[src/rtl/sdcf_pkg.sv]
package sdcf_pkg;
  // clock and timing
  localparam int CLK_HZ = 250_000_000;
  localparam int CLK_PERIOD_NS = 4;
  localparam int DIR_SETUP_NS = 5000;
  localparam int PULSE_MIN_NS = 2500;
  localparam int IDLE_MS = 1000;
  localparam int LAMP_PERIOD_MS = 3000;
  localparam int LAMP_ON_MS = 250;
  localparam int LAMP_OFF_MS = 360;
  // least times round up
  localparam int DIR_SETUP_CYC = (DIR_SETUP_NS + CLK_PERIOD_NS - 1) /
                                 CLK_PERIOD_NS;
  localparam int PULSE_MIN_CYC = (PULSE_MIN_NS + CLK_PERIOD_NS - 1) /
                                 CLK_PERIOD_NS;
  localparam int IDLE_CYC = IDLE_MS * (CLK_HZ / 1000);
  localparam int LAMP_PERIOD_CYC = LAMP_PERIOD_MS * (CLK_HZ / 1000);
  localparam int LAMP_ON_CYC = LAMP_ON_MS * (CLK_HZ / 1000);
  localparam int LAMP_OFF_CYC = LAMP_OFF_MS * (CLK_HZ / 1000);
  localparam int LONG_W = 30;
  localparam int AGE_W = 11;

  // register map, byte addresses
  localparam int ADDR_W = 5;
  localparam logic [4:0] REG_CONTROL = 5'h00;
  localparam logic [4:0] REG_SW_RESOLUTION = 5'h04;
  localparam logic [4:0] REG_SW_CURRENT = 5'h08;
  localparam logic [4:0] REG_STATUS = 5'h0c;
  localparam logic [4:0] REG_RESOLUTION = 5'h10;
  localparam logic [4:0] REG_CURRENT = 5'h14;
  localparam logic [4:0] REG_POSITION = 5'h18;
  // control fields
  localparam int CTRL_DUAL_BIT = 0;
  localparam int CTRL_FALLING_BIT = 1;
  localparam logic [1:0] CTRL_RESET = 2'h0;
  // status fields
  localparam int ST_OC_BIT = 0;
  localparam int ST_OV_BIT = 1;
  localparam int ST_PE_BIT = 2;
  localparam int ST_TIMING_BIT = 3;
  localparam int ST_IDLE_BIT = 4;
  localparam int ST_RUN_BIT = 5;

  // resolution, steps per revolution
  localparam int RES_W = 17;
  localparam logic [31:0] RES_MIN = 32'h0000_00c8;
  localparam logic [31:0] RES_MAX = 32'h0001_9000;
  localparam logic [16:0] RES_BASE = 17'h0_00c8;
  localparam logic [16:0] SW_RES_RESET = 17'h0_00c8;
  localparam logic [16:0] RES_DECADE [8] = '{17'h0_03e8, 17'h0_07d0,
    17'h0_0fa0, 17'h0_1388, 17'h0_1f40, 17'h0_2710, 17'h0_4e20,
    17'h0_61a8};
  // current in milliamps
  localparam int CUR_W = 14;
  localparam logic [31:0] CUR_MIN = 32'h0000_01f4;
  localparam logic [31:0] CUR_MAX = 32'h0000_206c;
  localparam logic [13:0] SW_CUR_RESET = 14'h0c80;
  localparam logic [13:0] CUR_TABLE [8] = '{14'h0000, 14'h0c80,
    14'h0fa0, 14'h1324, 14'h1644, 14'h1900, 14'h1c84, 14'h206c};
endpackage

[src/rtl/sdcf_lamp.sv]
`timescale 1ns/10ps
module sdcf_lamp #(
  parameter logic [29:0] PERIOD_CYCLES = 30'(sdcf_pkg::LAMP_PERIOD_CYC),
  parameter logic [29:0] ON_CYCLES = 30'(sdcf_pkg::LAMP_ON_CYC),
  parameter logic [29:0] OFF_CYCLES = 30'(sdcf_pkg::LAMP_OFF_CYC)
) (
  input wire logic clk,
  input wire logic rst,
  input wire logic [2:0] flash_count,
  output logic lamp
);
  typedef enum logic [3:0] {
    LAMP_DARK = 4'b0001,
    LAMP_LIT = 4'b0010,
    LAMP_GAP = 4'b0100,
    LAMP_REST = 4'b1000
  } sdcf_lamp_type;

  sdcf_lamp_type state;
  sdcf_lamp_type next_state;
  logic [29:0] period_cnt;
  logic [29:0] phase_cnt;
  logic [2:0] flashes_left;
  logic period_end;
  logic phase_end;

  assign period_end = period_cnt == PERIOD_CYCLES - 30'd1;
  assign phase_end = (state == LAMP_LIT) ? phase_cnt == ON_CYCLES - 30'd1 :
                     phase_cnt == OFF_CYCLES - 30'd1;

  always_comb begin
    next_state = state;
    case (state)
      LAMP_DARK: begin
        if (flash_count != 3'h0) begin
          next_state = LAMP_LIT;
        end
      end
      LAMP_LIT: begin
        if (phase_end) begin
          next_state = LAMP_GAP;
        end
      end
      LAMP_GAP: begin
        if (phase_end) begin
          next_state = (flashes_left != 3'h0) ? LAMP_LIT : LAMP_REST;
        end
      end
      LAMP_REST: begin
        if (period_end) begin
          next_state = LAMP_LIT;
        end
      end
      default: next_state = LAMP_DARK;
    endcase
  end

  always_ff @(posedge clk or posedge rst) begin
    if (rst) begin
      state <= LAMP_DARK;
      period_cnt <= 30'h0000_0000;
      phase_cnt <= 30'h0000_0000;
      flashes_left <= 3'h0;
      lamp <= 1'b0;
    end else begin
      state <= next_state;
      lamp <= next_state == LAMP_LIT;
      // period restarts with the first flash of each pattern
      if (state == LAMP_DARK || period_end) begin
        period_cnt <= 30'h0000_0000;
      end else begin
        period_cnt <= period_cnt + 30'd1;
      end
      if (next_state != state) begin
        phase_cnt <= 30'h0000_0000;
      end else begin
        phase_cnt <= phase_cnt + 30'd1;
      end
      if (next_state == LAMP_LIT && state != LAMP_LIT) begin
        flashes_left <= (state == LAMP_GAP) ? flashes_left - 3'd1 :
                        flash_count - 3'd1;
      end
    end
  end
endmodule

[src/rtl/sdcf_sync.sv]
`timescale 1ns/10ps
module sdcf_sync #(
  parameter int WIDTH = 1
) (
  input wire logic clk,
  input wire logic rst,
  input wire logic [WIDTH-1:0] async_in,
  output logic [WIDTH-1:0] sync_out
);
  logic [WIDTH-1:0] meta;

  // first stage feeds only the second
  always_ff @(posedge clk or posedge rst) begin
    if (rst) begin
      meta <= '0;
      sync_out <= '0;
    end else begin
      meta <= async_in;
      sync_out <= meta;
    end
  end
endmodule

[src/rtl/sdcf_top.sv]
`timescale 1ns/10ps
// Summary of operation
// - outside software mode, resolution comes only from four switch bits
// - all four resolution bits on selects the software resolution value
// - group on: index from off bits, 200 times two to the index
// - group off: index picks 1000 up to 25000 steps per revolution
// - all current bits off selects the software dynamic current
// - current index from on bits picks 3.2 A up to 8.3 A
// - standstill current is half dynamic when off, equal when on
// - current drops to the lower of standstill and sixty percent one second after the last step
// - fault lamp repeats a flash pattern every 3 s
// - over-current fault flashes the lamp once per period
// - over-voltage fault flashes the lamp twice per period
// - phase error fault flashes the lamp four times per period
// - only the highest priority fault is shown: current, voltage, phase
// - any fault frees the shaft and stays latched until power-up
// - step plus direction mode and dual clockwise/counter pulse mode
// - default step plus direction on rising edge, edge selectable
// - step plus direction: direction level gives each step's rotation
// - output stage enabled while the enable input is high and no fault is latched
module sdcf_top #(
  parameter logic [29:0] IDLE_CYCLES = 30'(sdcf_pkg::IDLE_CYC),
  parameter logic [29:0] LAMP_PERIOD_CYCLES = 30'(sdcf_pkg::LAMP_PERIOD_CYC),
  parameter logic [29:0] LAMP_ON_CYCLES = 30'(sdcf_pkg::LAMP_ON_CYC),
  parameter logic [29:0] LAMP_OFF_CYCLES = 30'(sdcf_pkg::LAMP_OFF_CYC)
) (
  input wire logic clk,
  input wire logic rst,
  input wire logic current_select_bit0,
  input wire logic current_select_bit1,
  input wire logic current_select_bit2,
  input wire logic standstill_select,
  input wire logic resolution_select_bit0,
  input wire logic resolution_select_bit1,
  input wire logic resolution_select_bit2,
  input wire logic resolution_group_select,
  input wire logic step_pulse_in,
  input wire logic direction_in,
  input wire logic drive_enable_in,
  input wire logic overcurrent_detect,
  input wire logic overvoltage_detect,
  input wire logic phase_error_detect,
  input wire logic [4:0] reg_addr,
  input wire logic [31:0] reg_wdata,
  input wire logic reg_write,
  input wire logic reg_read,
  output logic [31:0] reg_rdata,
  output logic fault_lamp,
  output logic stage_enable,
  output logic step_strobe,
  output logic step_clockwise,
  output logic [13:0] current_command_ma,
  output logic [13:0] standstill_current_ma,
  output logic [16:0] resolution_steps
);
  localparam logic [10:0] SETUP_LIM = 11'(sdcf_pkg::DIR_SETUP_CYC);
  localparam logic [10:0] PULSE_LIM = 11'(sdcf_pkg::PULSE_MIN_CYC);

  function automatic logic [31:0] clamp(input logic [31:0] v,
                                        input logic [31:0] lo,
                                        input logic [31:0] hi);
    clamp = (v < lo) ? lo : ((v > hi) ? hi : v);
  endfunction

  function automatic logic [10:0] sat_inc(input logic [10:0] v,
                                          input logic [10:0] lim);
    sat_inc = (v >= lim) ? lim : v + 11'd1;
  endfunction

  //////////////////////////////////////////////////////////////////////////
  // pin synchronisers
  logic [13:0] pins_raw;
  logic [13:0] pins_s;
  logic [2:0] cur_bits;
  logic stand_on;
  logic [2:0] res_bits;
  logic group_on;
  logic step_s;
  logic dir_s;
  logic ena_s;
  logic oc_s;
  logic ov_s;
  logic pe_s;

  assign pins_raw = {current_select_bit2, current_select_bit1,
                     current_select_bit0, standstill_select,
                     resolution_select_bit2, resolution_select_bit1,
                     resolution_select_bit0, resolution_group_select,
                     step_pulse_in, direction_in, drive_enable_in,
                     overcurrent_detect, overvoltage_detect,
                     phase_error_detect};
  assign {cur_bits, stand_on, res_bits, group_on, step_s, dir_s, ena_s,
          oc_s, ov_s, pe_s} = pins_s;

  sdcf_sync #(.WIDTH(14)) u_sync (
    .clk(clk),
    .rst(rst),
    .async_in(pins_raw),
    .sync_out(pins_s)
  );

  //////////////////////////////////////////////////////////////////////////
  // registers
  logic ctrl_dual;
  logic ctrl_falling;
  logic [16:0] sw_res;
  logic [13:0] sw_cur;
  logic timing_error;
  logic fault_oc;
  logic fault_ov;
  logic fault_pe;
  logic idle;
  logic running;
  logic [31:0] position;
  logic [31:0] status_word;
  logic [31:0] rd_value;
  logic wr_control;
  logic wr_sw_res;
  logic wr_sw_cur;
  logic clear_timing;

  assign wr_control = reg_write && reg_addr == sdcf_pkg::REG_CONTROL;
  assign wr_sw_res = reg_write && reg_addr == sdcf_pkg::REG_SW_RESOLUTION;
  assign wr_sw_cur = reg_write && reg_addr == sdcf_pkg::REG_SW_CURRENT;
  assign clear_timing = reg_write && reg_addr == sdcf_pkg::REG_STATUS &&
                        reg_wdata[sdcf_pkg::ST_TIMING_BIT];

  assign status_word = {26'h000_0000, running, idle, timing_error, fault_pe,
                        fault_ov, fault_oc};
  assign rd_value =
    (reg_addr == sdcf_pkg::REG_CONTROL) ?
      {30'h0000_0000, ctrl_falling, ctrl_dual} :
    (reg_addr == sdcf_pkg::REG_SW_RESOLUTION) ? {15'h0000, sw_res} :
    (reg_addr == sdcf_pkg::REG_SW_CURRENT) ? {18'h0_0000, sw_cur} :
    (reg_addr == sdcf_pkg::REG_STATUS) ? status_word :
    (reg_addr == sdcf_pkg::REG_RESOLUTION) ? {15'h0000, resolution_steps} :
    (reg_addr == sdcf_pkg::REG_CURRENT) ? {18'h0_0000, current_command_ma} :
    (reg_addr == sdcf_pkg::REG_POSITION) ? position : 32'h0000_0000;

  always_ff @(posedge clk or posedge rst) begin
    if (rst) begin
      {ctrl_falling, ctrl_dual} <= sdcf_pkg::CTRL_RESET;
      sw_res <= sdcf_pkg::SW_RES_RESET;
      sw_cur <= sdcf_pkg::SW_CUR_RESET;
      reg_rdata <= 32'h0000_0000;
    end else begin
      reg_rdata <= reg_read ? rd_value : 32'h0000_0000;
      if (wr_control) begin
        ctrl_dual <= reg_wdata[sdcf_pkg::CTRL_DUAL_BIT];
        ctrl_falling <= reg_wdata[sdcf_pkg::CTRL_FALLING_BIT];
      end
      if (wr_sw_res) begin
        sw_res <= 17'(clamp(reg_wdata, sdcf_pkg::RES_MIN,
                            sdcf_pkg::RES_MAX));
      end
      if (wr_sw_cur) begin
        sw_cur <= 14'(clamp(reg_wdata, sdcf_pkg::CUR_MIN,
                            sdcf_pkg::CUR_MAX));
      end
    end
  end

  //////////////////////////////////////////////////////////////////////////
  // switch decode
  logic [2:0] res_index;
  logic [16:0] res_now;
  logic [13:0] dyn_cur;
  logic [13:0] half_cur;
  logic [13:0] sixty_cur;
  logic [13:0] stand_cur;
  logic [13:0] idle_cur;

  // off positions add to the index
  assign res_index = ~res_bits;
  assign res_now = !group_on ? sdcf_pkg::RES_DECADE[res_index] :
                   (res_index == 3'h0) ? sw_res :
                   17'(sdcf_pkg::RES_BASE << res_index);
  assign dyn_cur = (cur_bits == 3'h0) ? sw_cur :
                   sdcf_pkg::CUR_TABLE[cur_bits];
  assign half_cur = dyn_cur >> 1;
  assign sixty_cur = 14'((15'(dyn_cur) * 15'd3) / 15'd5);
  assign stand_cur = stand_on ? dyn_cur : half_cur;
  // never idle above sixty percent, half stays half
  assign idle_cur = (stand_cur < sixty_cur) ? stand_cur : sixty_cur;

  //////////////////////////////////////////////////////////////////////////
  // step decode
  logic step_q;
  logic dir_q;
  logic ena_q;
  logic step_rise;
  logic step_fall;
  logic dir_edge;
  logic step_active;
  logic dir_active;
  logic clockwise_pulse;
  logic counterclockwise_pulse;
  logic accepted;
  logic fault_any;
  logic [10:0] level_age;
  logic [10:0] dir_age;
  logic [10:0] ena_age;
  logic width_bad;
  logic setup_bad;
  logic ena_bad;
  logic [29:0] idle_cnt;

  assign step_rise = step_s && !step_q;
  assign step_fall = !step_s && step_q;
  assign dir_edge = dir_s != dir_q;
  assign step_active = ctrl_falling ? step_fall : step_rise;
  assign dir_active = dir_edge && (ctrl_falling ? !dir_s : dir_s);
  assign clockwise_pulse = ctrl_dual ? step_active : step_active && dir_s;
  assign counterclockwise_pulse = ctrl_dual ? dir_active :
                                  step_active && !dir_s;
  assign fault_any = fault_oc || fault_ov || fault_pe;
  // stage runs only when enabled and healthy
  assign running = ena_s && !fault_any;
  // coincident pulses in dual mode cancel out
  assign accepted = running && (clockwise_pulse ^ counterclockwise_pulse);
  assign width_bad = (step_rise || step_fall) && level_age < PULSE_LIM - 1;
  // direction setup before the step edge
  assign setup_bad = !ctrl_dual && step_active && dir_age < SETUP_LIM - 1;
  assign ena_bad = !ctrl_dual && dir_edge && ena_age < SETUP_LIM - 1;
  assign idle = idle_cnt == IDLE_CYCLES;

  always_ff @(posedge clk or posedge rst) begin
    if (rst) begin
      step_q <= 1'b0;
      dir_q <= 1'b0;
      ena_q <= 1'b0;
      level_age <= SETUP_LIM;
      dir_age <= SETUP_LIM;
      ena_age <= SETUP_LIM;
      timing_error <= 1'b0;
    end else begin
      step_q <= step_s;
      dir_q <= dir_s;
      ena_q <= ena_s;
      level_age <= (step_rise || step_fall) ? 11'h000 :
                   sat_inc(level_age, SETUP_LIM);
      dir_age <= dir_edge ? 11'h000 : sat_inc(dir_age, SETUP_LIM);
      ena_age <= (ena_s != ena_q) ? 11'h000 : sat_inc(ena_age, SETUP_LIM);
      // a new violation beats a clear in the same cycle
      timing_error <= (timing_error && !clear_timing) || width_bad ||
                      setup_bad || ena_bad;
    end
  end

  always_ff @(posedge clk or posedge rst) begin
    if (rst) begin
      idle_cnt <= 30'h0000_0000;
      position <= 32'h0000_0000;
    end else begin
      if (accepted) begin
        idle_cnt <= 30'h0000_0000;
      end else if (!idle) begin
        idle_cnt <= idle_cnt + 30'd1;
      end
      if (accepted) begin
        position <= clockwise_pulse ? position + 32'd1 : position - 32'd1;
      end
    end
  end

  //////////////////////////////////////////////////////////////////////////
  // faults and outputs
  logic [2:0] flash_count;

  assign flash_count = fault_oc ? 3'h1 : fault_ov ? 3'h2 :
                       fault_pe ? 3'h4 : 3'h0;

  always_ff @(posedge clk or posedge rst) begin
    if (rst) begin
      fault_oc <= 1'b0;
      fault_ov <= 1'b0;
      fault_pe <= 1'b0;
      stage_enable <= 1'b0;
      step_strobe <= 1'b0;
      step_clockwise <= 1'b0;
      current_command_ma <= 14'h0000;
      standstill_current_ma <= 14'h0000;
      resolution_steps <= 17'h0_0000;
    end else begin
      // latched until power-up, no clear path
      fault_oc <= fault_oc || oc_s;
      fault_ov <= fault_ov || ov_s;
      fault_pe <= fault_pe || pe_s;
      stage_enable <= running;
      step_strobe <= accepted;
      if (accepted) begin
        step_clockwise <= clockwise_pulse;
      end
      // reduced current while idle, shaft free on fault
      current_command_ma <= !running ? 14'h0000 : idle ? idle_cur : dyn_cur;
      standstill_current_ma <= stand_cur;
      resolution_steps <= res_now;
    end
  end

  sdcf_lamp #(
    .PERIOD_CYCLES(LAMP_PERIOD_CYCLES),
    .ON_CYCLES(LAMP_ON_CYCLES),
    .OFF_CYCLES(LAMP_OFF_CYCLES)
  ) u_lamp (
    .clk(clk),
    .rst(rst),
    .flash_count(flash_count),
    .lamp(fault_lamp)
  );
endmodule

[config.mk]
export PLATFORM = sky130hd
export DESIGN_NAME = sdcf_top
export DESIGN_NICKNAME = d
export VERILOG_FILES = /design/src/rtl/sdcf_pkg.sv /design/src/rtl/sdcf_lamp.sv /design/src/rtl/sdcf_sync.sv /design/src/rtl/sdcf_top.sv
export SDC_FILE = /design/constraint.sdc
export NUM_CORES = 1
export LEC_CHECK = 0
export ABC_CLOCK_PERIOD_IN_PS = 21200
export BUFFER_PORTS_ARGS = -buffer_cell sky130_fd_sc_hd__buf_2
export CORE_UTILIZATION = 55
export DETAILED_ROUTE_END_ITERATION = 8
export PLACE_DENSITY_LB_ADDON = 0.08
export SYNTH_ARGS = -nofsm -noshare
export SYNTH_HDL_FRONTEND = slang
export SYNTH_SLANG_ARGS = --single-unit
export TNS_END_PERCENT = 20
[constraint.sdc]
create_clock -name clk -period 21.2 [get_ports clk]
set_input_delay 2.12 -clock clk [delete_from_list [all_inputs] [get_ports clk]]
set_output_delay 2.12 -clock clk [all_outputs]
set_load 0.01 [all_outputs]
=== Word-level counts from Yosys, hierarchy flattened ===
Memories as Yosys holds them, arrays and structs flattened.
Index checks and enable logic that the tools add are counted.

* Flip-flop bits (word level): 311
* ROM bits: 248
* Input bits: 55
* Logic and storage cells: 171
* Memories kept: 2

* $add $sub $neg: 10
* Multiply operators: 1
* Div/mod/pow operators: 1
* $lt $le $gt $ge: 13
* Eq/ne operators: 20
* Shifts and indexed selects: 1
* Multiplexer cells: 49
* Bitwise operators: 4
* Reductions and logical operators: 40

{| class="wikitable"
|+ Memories
! name !! depth !! bits a word !! read ports !! clocked after memory_dff !! write ports !! line !! source
|-
| (name not given) || 8 || 17 || 1 || 0 || 0 || sdcf_top.sv:175 || <nowiki>assign res_now = !group_on ? sdcf_pkg::RES_DECADE[res_index] :</nowiki>
|-
| (name not given) || 8 || 14 || 1 || 0 || 0 || sdcf_top.sv:179 || <nowiki>sdcf_pkg::CUR_TABLE[cur_bits];</nowiki>
|}

{| class="wikitable"
|+ Operator list
! cell !! count
|-
| two-way mux 32 bit || 9
|-
| two-way mux 14 bit || 9
|-
| two-way mux 30 bit || 4
|-
| two-way mux 17 bit || 6
|-
| adder 30 x 1 -> 30 bit, second input constant || 3
|-
| two-way mux 11 bit || 6
|-
| adder 11 x 1 -> 11 bit, second input constant || 3
|-
| >= comparator 11 bit, second input constant || 3
|-
| adder 32 x 1 -> 32 bit, second input constant || 1
|-
| greater-than comparator 32 x 14 -> 1 bit, second input constant || 1
|-
| greater-than comparator 32 x 17 -> 1 bit, second input constant || 1
|-
| < comparator 32 x 8 -> 1 bit, second input constant || 1
|-
| < comparator 32 x 9 -> 1 bit, second input constant || 1
|-
| subtractor 32 x 1 -> 32 bit, second input constant || 1
|-
| equality test 30 x 26 -> 1 bit, second input constant || 1
|-
| equality test 30 x 27 -> 1 bit, second input constant || 1
|-
| equality test 30 x 28 -> 1 bit, second input constant || 1
|-
| equality test 30 bit, second input constant || 1
|-
| < comparator 11 bit, second input constant || 2
|-
| two-way mux 4 bit || 5
|-
| logical AND 1 bit || 19
|-
| left shift 8 x 3 -> 17 bit, first input constant || 1
|-
| one-hot mux 4 bit (4 select lines) || 1
|-
| divider 15 x 3 -> 15 bit, second input constant || 1
|-
| other kinds (26) || 57
|}

=== Logic depth before layout (Yosys ltp) ===
Gate-level depths: netlist of run 1.

* Depth in word-level cells: 11
* Mapped depth: 44
* Gate-level depth less buffers: 38

=== By module ===
A second synthesis of run 1 with hierarchy kept.

* Cell total of the unflattened synthesis: 2025
* Area, all modules: 18921.9 µm²

{| class="wikitable"
|+ Modules (own cells, without submodules)
! module !! instances !! cells each !! area each (µm²) !! seq. area each (µm²)
|-
| sdcf_top || 1 || 1624 || 14540.2 || 5406.4
|-
| sdcf_lamp || 1 || 372 || 3677.3 || 1702.9
|-
| sdcf_sync || 1 || 29 || 704.4 || 700.7
|}

=== Worst setup path after synthesis of run 1 ===
OpenSTA, ideal clock, no wires.

* Path kind: register -> register
* Start: register u_sync.sync_out[12]
* End: register current_command_ma[8]
* Library setup time: 0.121 ns
* Data arrival time: 7.869 ns
* Required time: 21.079 ns
* Slack: 13.210 ns
* Stages on the path, launching flop included: 42
* Buffers on the path: 6
* Clock period less this slack: 7.990 ns
* Cells stage by stage: dfrtp_1 -> inv_1 -> ha_1 -> buf_6 -> buf_2 -> nand2b_1 -> o21ai_0 -> ha_1 -> a21o_1 -> a21o_1 -> and2_1 -> o2111ai_1 -> nand2_2 -> or4_4 -> a211o_1 -> and3_1 -> buf_2 -> nand2_1 -> [... 6 more ...] -> or4b_4 -> o31ai_4 -> buf_8 -> nor3_1 -> o21ai_0 -> a21oi_1 -> nor4_1 -> ha_1 -> a21oi_1 -> nand2_1 -> nand2_1 -> o211ai_1 -> nor2_1 -> a21boi_2 -> a21oi_4 -> buf_6 -> nand2_1 -> a22o_1

* Longest elaborated chain between the ends: 11
* Elaborated cells on any way between the ends: 13
* Classes of those cells: mul (1); div (1); order compare (1); mux (7); bitwise (1); reduce/logical (1); memory (1)

{| class="wikitable"
|+ Ends and longest elaborated chain
! what !! line !! source
|-
| start: declaration || sdcf_sync.sv:8 || <nowiki>output logic [WIDTH-1:0] sync_out</nowiki>
|-
| start signal: assignment || sdcf_sync.sv:19 || <nowiki>sync_out <= meta;</nowiki>
|-
| inverter 3 -> 4 bit (not written as such) || sdcf_top.sv:179 ||
|-
| memory read (8 x 14 bit) || - ||
|-
| two-way mux 14 bit (not written as such) (2 in series) || sdcf_top.sv:179 ||
|-
| two-way mux 14 bit * || sdcf_top.sv:178 || <nowiki>assign dyn_cur = (cur_bits == 3'h0) ? sw_cur :</nowiki>
|-
| multiplier 14 x 2 -> 15 bit || sdcf_top.sv:181 || <nowiki>assign sixty_cur = 14'((15'(dyn_cur) * 15'd3) / 15'd5);</nowiki>
|-
| divider 15 x 3 -> 15 bit || sdcf_top.sv:181 ||
|-
| < comparator 14 bit || sdcf_top.sv:184 || <nowiki>assign idle_cur = (stand_cur < sixty_cur) ? stand_cur : sixty_cur;</nowiki>
|-
| two-way mux 14 bit || sdcf_top.sv:184 ||
|-
| two-way mux 14 bit * (2 in series) || sdcf_top.sv:295 || <nowiki>current_command_ma <= !running ? 14'h0000 : idle ? idle_cur : dyn_cur;</nowiki>
|-
| end signal: assignment || sdcf_top.sv:295 ||
|-
| end: declaration || sdcf_top.sv:52 || <nowiki>output logic [13:0] current_command_ma,</nowiki>
|}

Mark *: on every way between the ends. The rest lies on a longest branch, timed or not. The select of a mux whose other input is x is not followed.
A chain may end at the register's enable or synchronous reset.

=== Worst setup path in the final report of run 1 ===
* Start: register u_sync.sync_out[12]
* End: register current_command_ma[10]

The elaborated chain is that of the path after synthesis.

==> impl_metrics.ini, run 1 <==
[outcome]
status = completed

[global_routing]
grt_overflow = 0
grt_pass1_vias = 14670
antenna_found_initial = 2
grt_max_degree = 188
grt_usage_pct = 28.53
grt_pass1_wl_um = 77670

[sta]
slew_viol_final = 0
fin_ws_ns = 11.48
period_share_pct = 45.86
min_period_ns = 9.722
fin_setup_tns_ns = 0
finalHoldWorstSlack_ns = 0.3472
fmax_ghz = 0.1029
tightest_slew_ns = 1.157
worst_clock_skew_ns = 0.01016
setup_violations = 0
maxSlewHeadroom_pct = 22.70
grt_setup_unrepaired = false
finalHoldViolCount = 0

[floorplan]
die_h_um = 185.4
design.die.area_sq_um = 34360
start_util_pct = 56.40
rows = 66
die_w_um = 185.4
core_area_sq_um = 32780
ioPinCount = 136

[placement]
hpwl_um = 35030
place_ws_ns = 11.66
place_congestion = 0.9265
placed_area_sq_um = 19490
io_buffers = 135

[drt]
first_pass_iters = 6
wl_per_cell_um = 18.45
antenna_left = 0
drc_errors = 0
via_count = 15470
via_per_inst = 5.952
drt_wl_total_um = 47960
drt_iter0_drc = 1303

[clocking]
postCtsHoldBufs = 0
post_cts_buffers = 0
ctsResizeCount = 0
clk-insertion-delay-late_ns = 0.52
clk_path_buf_depth = 3
htreeDepth = 2
cts_sinks = 311
cts.root.buffer_cell = clkbuf_16
clkTransAtPathRegs_ns = 0.06
cts_tree = built
cts_buffers = 36

[finish]
num-fill-cells = 2810
stdcell_area_sq_um = 20690
drive_gt1_share_pct = 13.96
fin_nets = 2264
layout_common_cells = 289 x dfrtp_1, 226 x nor2_1, 208 x nand2_1
layout_commonest_cell = dfrtp_1
area_delta_synth_final_pct = 11.92

[setup_path]
endpoint_kind = flop
cp_slowest_cell = or4b_4
crit_type = reg -> reg
cp.arrival_ns = 10.10
crit_fanout = 18
max_stage_delay_ns = 0.58
required_ns = 21.58
start_kind = flop

[logic_synthesis]
synth_top_area_share_pct = 39.11
synth-seq-cells = 311
post_synth_instance_area_sq_um = 18490
synthCells = 2023
synth_nets = 2155
synth_cell_types = 110
yosysWarnings = 0
synth_ff_type = dfrtp_1
synth_area_leaders = dfrtp_1 39%, ha_1 5.1%, nor2_1 4.6%
postSynth.asyncResetShare_pct = 100.0
synth-seq-area-share_pct = 42.24
synth_edf_count = 0
syn_avg_cell_area_sq_um = 9.140
synth_top_area_cell = dfrtp_1

[worst_hold_path]
holdCritPathClass = reg -> reg

[power]
powerDensity_nw_per_um2 = 103.7
power.leakage_nw = 9.223
power_mw = 2.145
vdd_drop_max_mv = 0.06756

[run]
maxCapViolations = 0
kinds of logic after synthesis:
family | share of synthesized area (%)
AO/OA/AOI/OAI | 17.85
XOR/XNOR | 6.963
adder cells (fa/ha/maj) | 5.468
buffers and inverters | 3.106
flip-flops | 42.24
multiplexers | 2.842
AND/OR/NAND/NOR | 21.53
per-layer routing:
layer	routed length (um)	vias up	track usage, %
met1	21470	7446	39.16
li1	-	7469	-
met2	22420	451	46.14
met4	1588	2	10.61
met3	2465	102	3.460
met5	17	-	0
flip-flops by register name, summed over array words and instances, names as in the netlist, 17 cells and up:
signal	count
position	32
sw_res	17
u_lamp.phase_cnt	30
idle_cnt	30
resolution_steps	17
reg_rdata	32
u_lamp.period_cnt	30
critical path, delay by kind of cell, from the launching register on:
family / cells / cell delay [ns]
flops: 1 / 0.45
compound gates: 19 / 4.25
mux: 1 / 0.27
simple gates: 11 / 3.19
fa+ha+maj: 3 / 0.96
buf+inv: 3 / 0.42
power breakdown:
| group | switching (mW) | internal [mW] | total (mW) | leakage (nW) |
|---|---|---|---|---|
| logic | 0.533 | 0.311 | 0.844 | 4.58 |
| clock network | 0.244 | 0.384 | 0.628 | 0.595 |
| registers | 0.0415 | 0.631 | 0.673 | 4.04 |
Yosys cell counts, types with 6 or more instances:
master / instances
o211ai_1: 8
ha_1: 76
xor2_1: 84
xnor2_1: 63
nand4_1: 15
a31oi_1: 23
or4_1: 9
inv_1: 57
o21ai_0: 124
nor3b_1: 8
and3_1: 34
a22oi_1: 19
and2_1: 45
nand3_1: 76
a22o_1: 17
o21bai_1: 16
nand2b_1: 19
nand2_1: 208
nand3b_1: 7
o2111ai_1: 6
nor3_1: 42
o31ai_1: 17
dfrtp_1: 289
o21ai_1: 8
a21o_1: 15
clkbuf_1: 54
buf_2: 9
or3_1: 21
nor4_1: 18
dfstp_2: 22
a211oi_1: 17
mux2_2: 16
or2_2: 14
nor2b_1: 19
nor2_1: 226
o21a_1: 7
a21boi_0: 6
a21oi_1: 117
buf_1: 6
mux2i_1: 30
o22ai_1: 13
nand4b_1: 6
through the flow:
step           instances  util [%]
2_1_floorplan       2023         -
3_3_place_gp        2536     59.45
3_5_place_dp        2536     59.45
4_1_cts             2598     63.11
5_1_grt             2599     63.12
6_report            2599     63.12
worst paths after layout:
check,from,to,slack (ns),cells after the start
max,u_sync.sync_out[12],current_command_ma[10],11.48,37
min,u_sync.meta[9],u_sync.sync_out[9],0.35,0
max reg2reg,u_sync.sync_out[12],current_command_ma[10],11.48,37
min reg2reg,u_sync.meta[9],u_sync.sync_out[9],0.35,0
max in group asynchronous,rst,current_command_ma[11],17.85,3
min in group asynchronous,rst,ena_age[4],1.77,2
cell type report:
cell class | instances | area, sq um | area share, %
Tap cell | 442 | 553.0 | 2.672
Timing Repair Buffer | 148 | 785.8 | 3.797
Inverter | 58 | 225.2 | 1.088
Multi-Input combinational cell | 1577 | 10120 | 48.89
Sequential cell | 311 | 7810 | 37.74
Clock buffer | 51 | 1059 | 5.115
Antenna cell | 1 | 2.502 | 0.01209
Clock inverter | 11 | 141.4 | 0.6832
Power figures use the tool's default switching activity.
==> run 2: changes to the inputs <==
- ABC_CLOCK_PERIOD_IN_PS: 21200 -> 9440
- clock period: 21.2 -> 9.44 ns (I/O delays scaled with it)
==> impl_metrics.ini, run 2 (synthesized netlist as in run 1, its figures left out) <==
[outcome]
status = completed

[sta]
grt_setup_unrepaired = false
tightest_slew_ns = 1.126
slew_viol_final = 0
maxSlewHeadroom_pct = 24.74
period_share_pct = 93.81
finalHoldViolCount = 0
fin_setup_tns_ns = 0
fin_ws_ns = 0.5847
worst_clock_skew_ns = 0.01299
setup_violations = 0
fmax_ghz = 0.1129
min_period_ns = 8.855

[floorplan]
rows = 66
start_util_pct = 56.40
core_area_sq_um = 32780
die_w_um = 185.4
design.die.area_sq_um = 34360
ioPinCount = 136
die_h_um = 185.4

[power]
switching_share_pct = 37.61
internal_power_mw = 3.163
power.leakage_nw = 9.346
combPwrFrac_pct = 41.1
power_mw = 5.070
powerDensity_nw_per_um2 = 241.6
p_seq_share_pct = 29.8
p_switching_mw = 1.907
vdd_drop_max_mv = 0.1638
clkPwrFrac_pct = 29.1

[setup_path]
required_ns = 9.87
r2r_slack_ns = 0.58
cp.arrival_ns = 9.28
path_common_cell = nand2_1
endpoint_kind = flop
start_kind = flop
crit_type = reg -> reg
max_stage_delay_ns = 0.73
crit_buf_inv = 4
cp_slowest_cell = dfrtp_1
critical_path.top_delay_family = compound AO/OA/AOI/OAI gates
crit_fanout = 20

[clocking]
cts_tree = built
clk_path_buf_depth = 3
clkTransAtPathRegs_ns = 0.07
htreeDepth = 2
clk-insertion-delay-late_ns = 0.53
cts.root.buffer_cell = clkbuf_16
cts_buffers = 36
cts_sinks = 311

[global_routing]
grt_usage_pct = 28.95
grt_pass1_vias = 14940
antenna_found_initial = 4
grt_pass1_wl_um = 79010
grt_overflow = 0
grt_max_degree = 193

[drt]
drc_errors = 0
via_count = 15630
antenna_left = 0
wl_per_cell_um = 18.62
via_per_inst = 5.962
first_pass_iters = 8
drt_wl_total_um = 48830
drt_iter0_drc = 1114

[finish]
num-fill-cells = 2766
area_delta_synth_final_pct = 13.51
drive_gt1_share_pct = 15.20
fin_nets = 2282
multiInputGateArea_sq_um = 10180
stdcell_area_sq_um = 20990
layout_commonest_cell = dfrtp_1
layout_common_cells = 289 x dfrtp_1, 226 x nor2_1, 208 x nand2_1
seqCellArea_sq_um = 7810
top_regs = position (32), reg_rdata (32)

[placement]
place_ws_ns = 0.2586
io_buffers = 135
hpwl_um = 35530
place_congestion = 0.9643
placed_area_sq_um = 19600

[run]
maxCapViolations = 0

[worst_hold_path]
holdCritPathClass = reg -> reg
==> run 2: area by class of cell <==
cell class | instances | area share, %
clock inverter | 16 | 1.067
inverter | 58 | 1.055
tap | 442 | 2.635
antenna | 3 | 0.03577
timing repair buffer | 166 | 4.507
sequential | 311 | 37.21
clock buffer | 49 | 4.960
multi-input combinational | 1577 | 48.53
==> run 2: routing by layer <==
| layer | GRT usage [%] | up-vias | share of wire [%] | routed length [um] |
|---|---|---|---|---|
| met5 | 0 | - | 0.025 | 12 |
| met4 | 10.45 | 2 | 3.1 | 1531 |
| met3 | 3.755 | 98 | 5.0 | 2426 |
| met2 | 46.83 | 453 | 47 | 23150 |
| met1 | 39.72 | 7586 | 44 | 21710 |
| li1 | - | 7494 | - | - |
==> run 2: worst paths after layout <==
| check | start | endpoint | cells past startpoint |
|---|---|---|---|
| setup / recovery | u_sync.sync_out[13] | current_command_ma[12] | 34 |
| hold / removal | u_sync.meta[1] | u_sync.sync_out[1] | 0 |
| setup reg to reg | u_sync.sync_out[13] | current_command_ma[12] | 34 |
| hold reg to reg | u_sync.meta[1] | u_sync.sync_out[1] | 0 |
| max in group asynchronous | rst | u_lamp.phase_cnt[13] | 4 |
| min in group asynchronous | rst | dir_age[2] | 3 |
==> run 2: per-stage QoR <==
stage,hold WS [ns],instances,util (%)
5_1_grt,0.3605,2622,64.02
6_report,0.3464,2622,64.02
3_3_place_gp,0.3311,2549,59.78
4_1_cts,0.3495,2614,63.64
3_5_place_dp,0.3355,2549,59.78
2_1_floorplan,0.3312,2023,-
==> run 2: power by group through the flow <==
stage	registers (mW)	logic (mW)	clock network [mW]
2_1_floorplan	1.50	1.54	0
3_3_place_gp	1.53	1.90	0
3_5_place_dp	1.53	1.92	0
4_1_cts	1.51	1.93	1.51
5_1_grt	1.52	2.29	1.56
6_report	1.51	2.08	1.48
==> run 2: worst register-to-register path: cells and delay by family (launching register included) <==
| family | cells | cell delay (ns) |
|---|---|---|
| AOI/OAI and AO/OA | 16 | 4.04 |
| and+or+nand+nor | 11 | 2.21 |
| adders and majority gates | 3 | 1.04 |
| buffers and inverters | 4 | 0.74 |
| DFF | 1 | 0.73 |
==> run 2: repair_timing <==
action,in CTS,in global routing
hold buffers,0,0
setup buffers,0,5
endpoints found under the setup margin,0,13
gates resized for setup,0,13
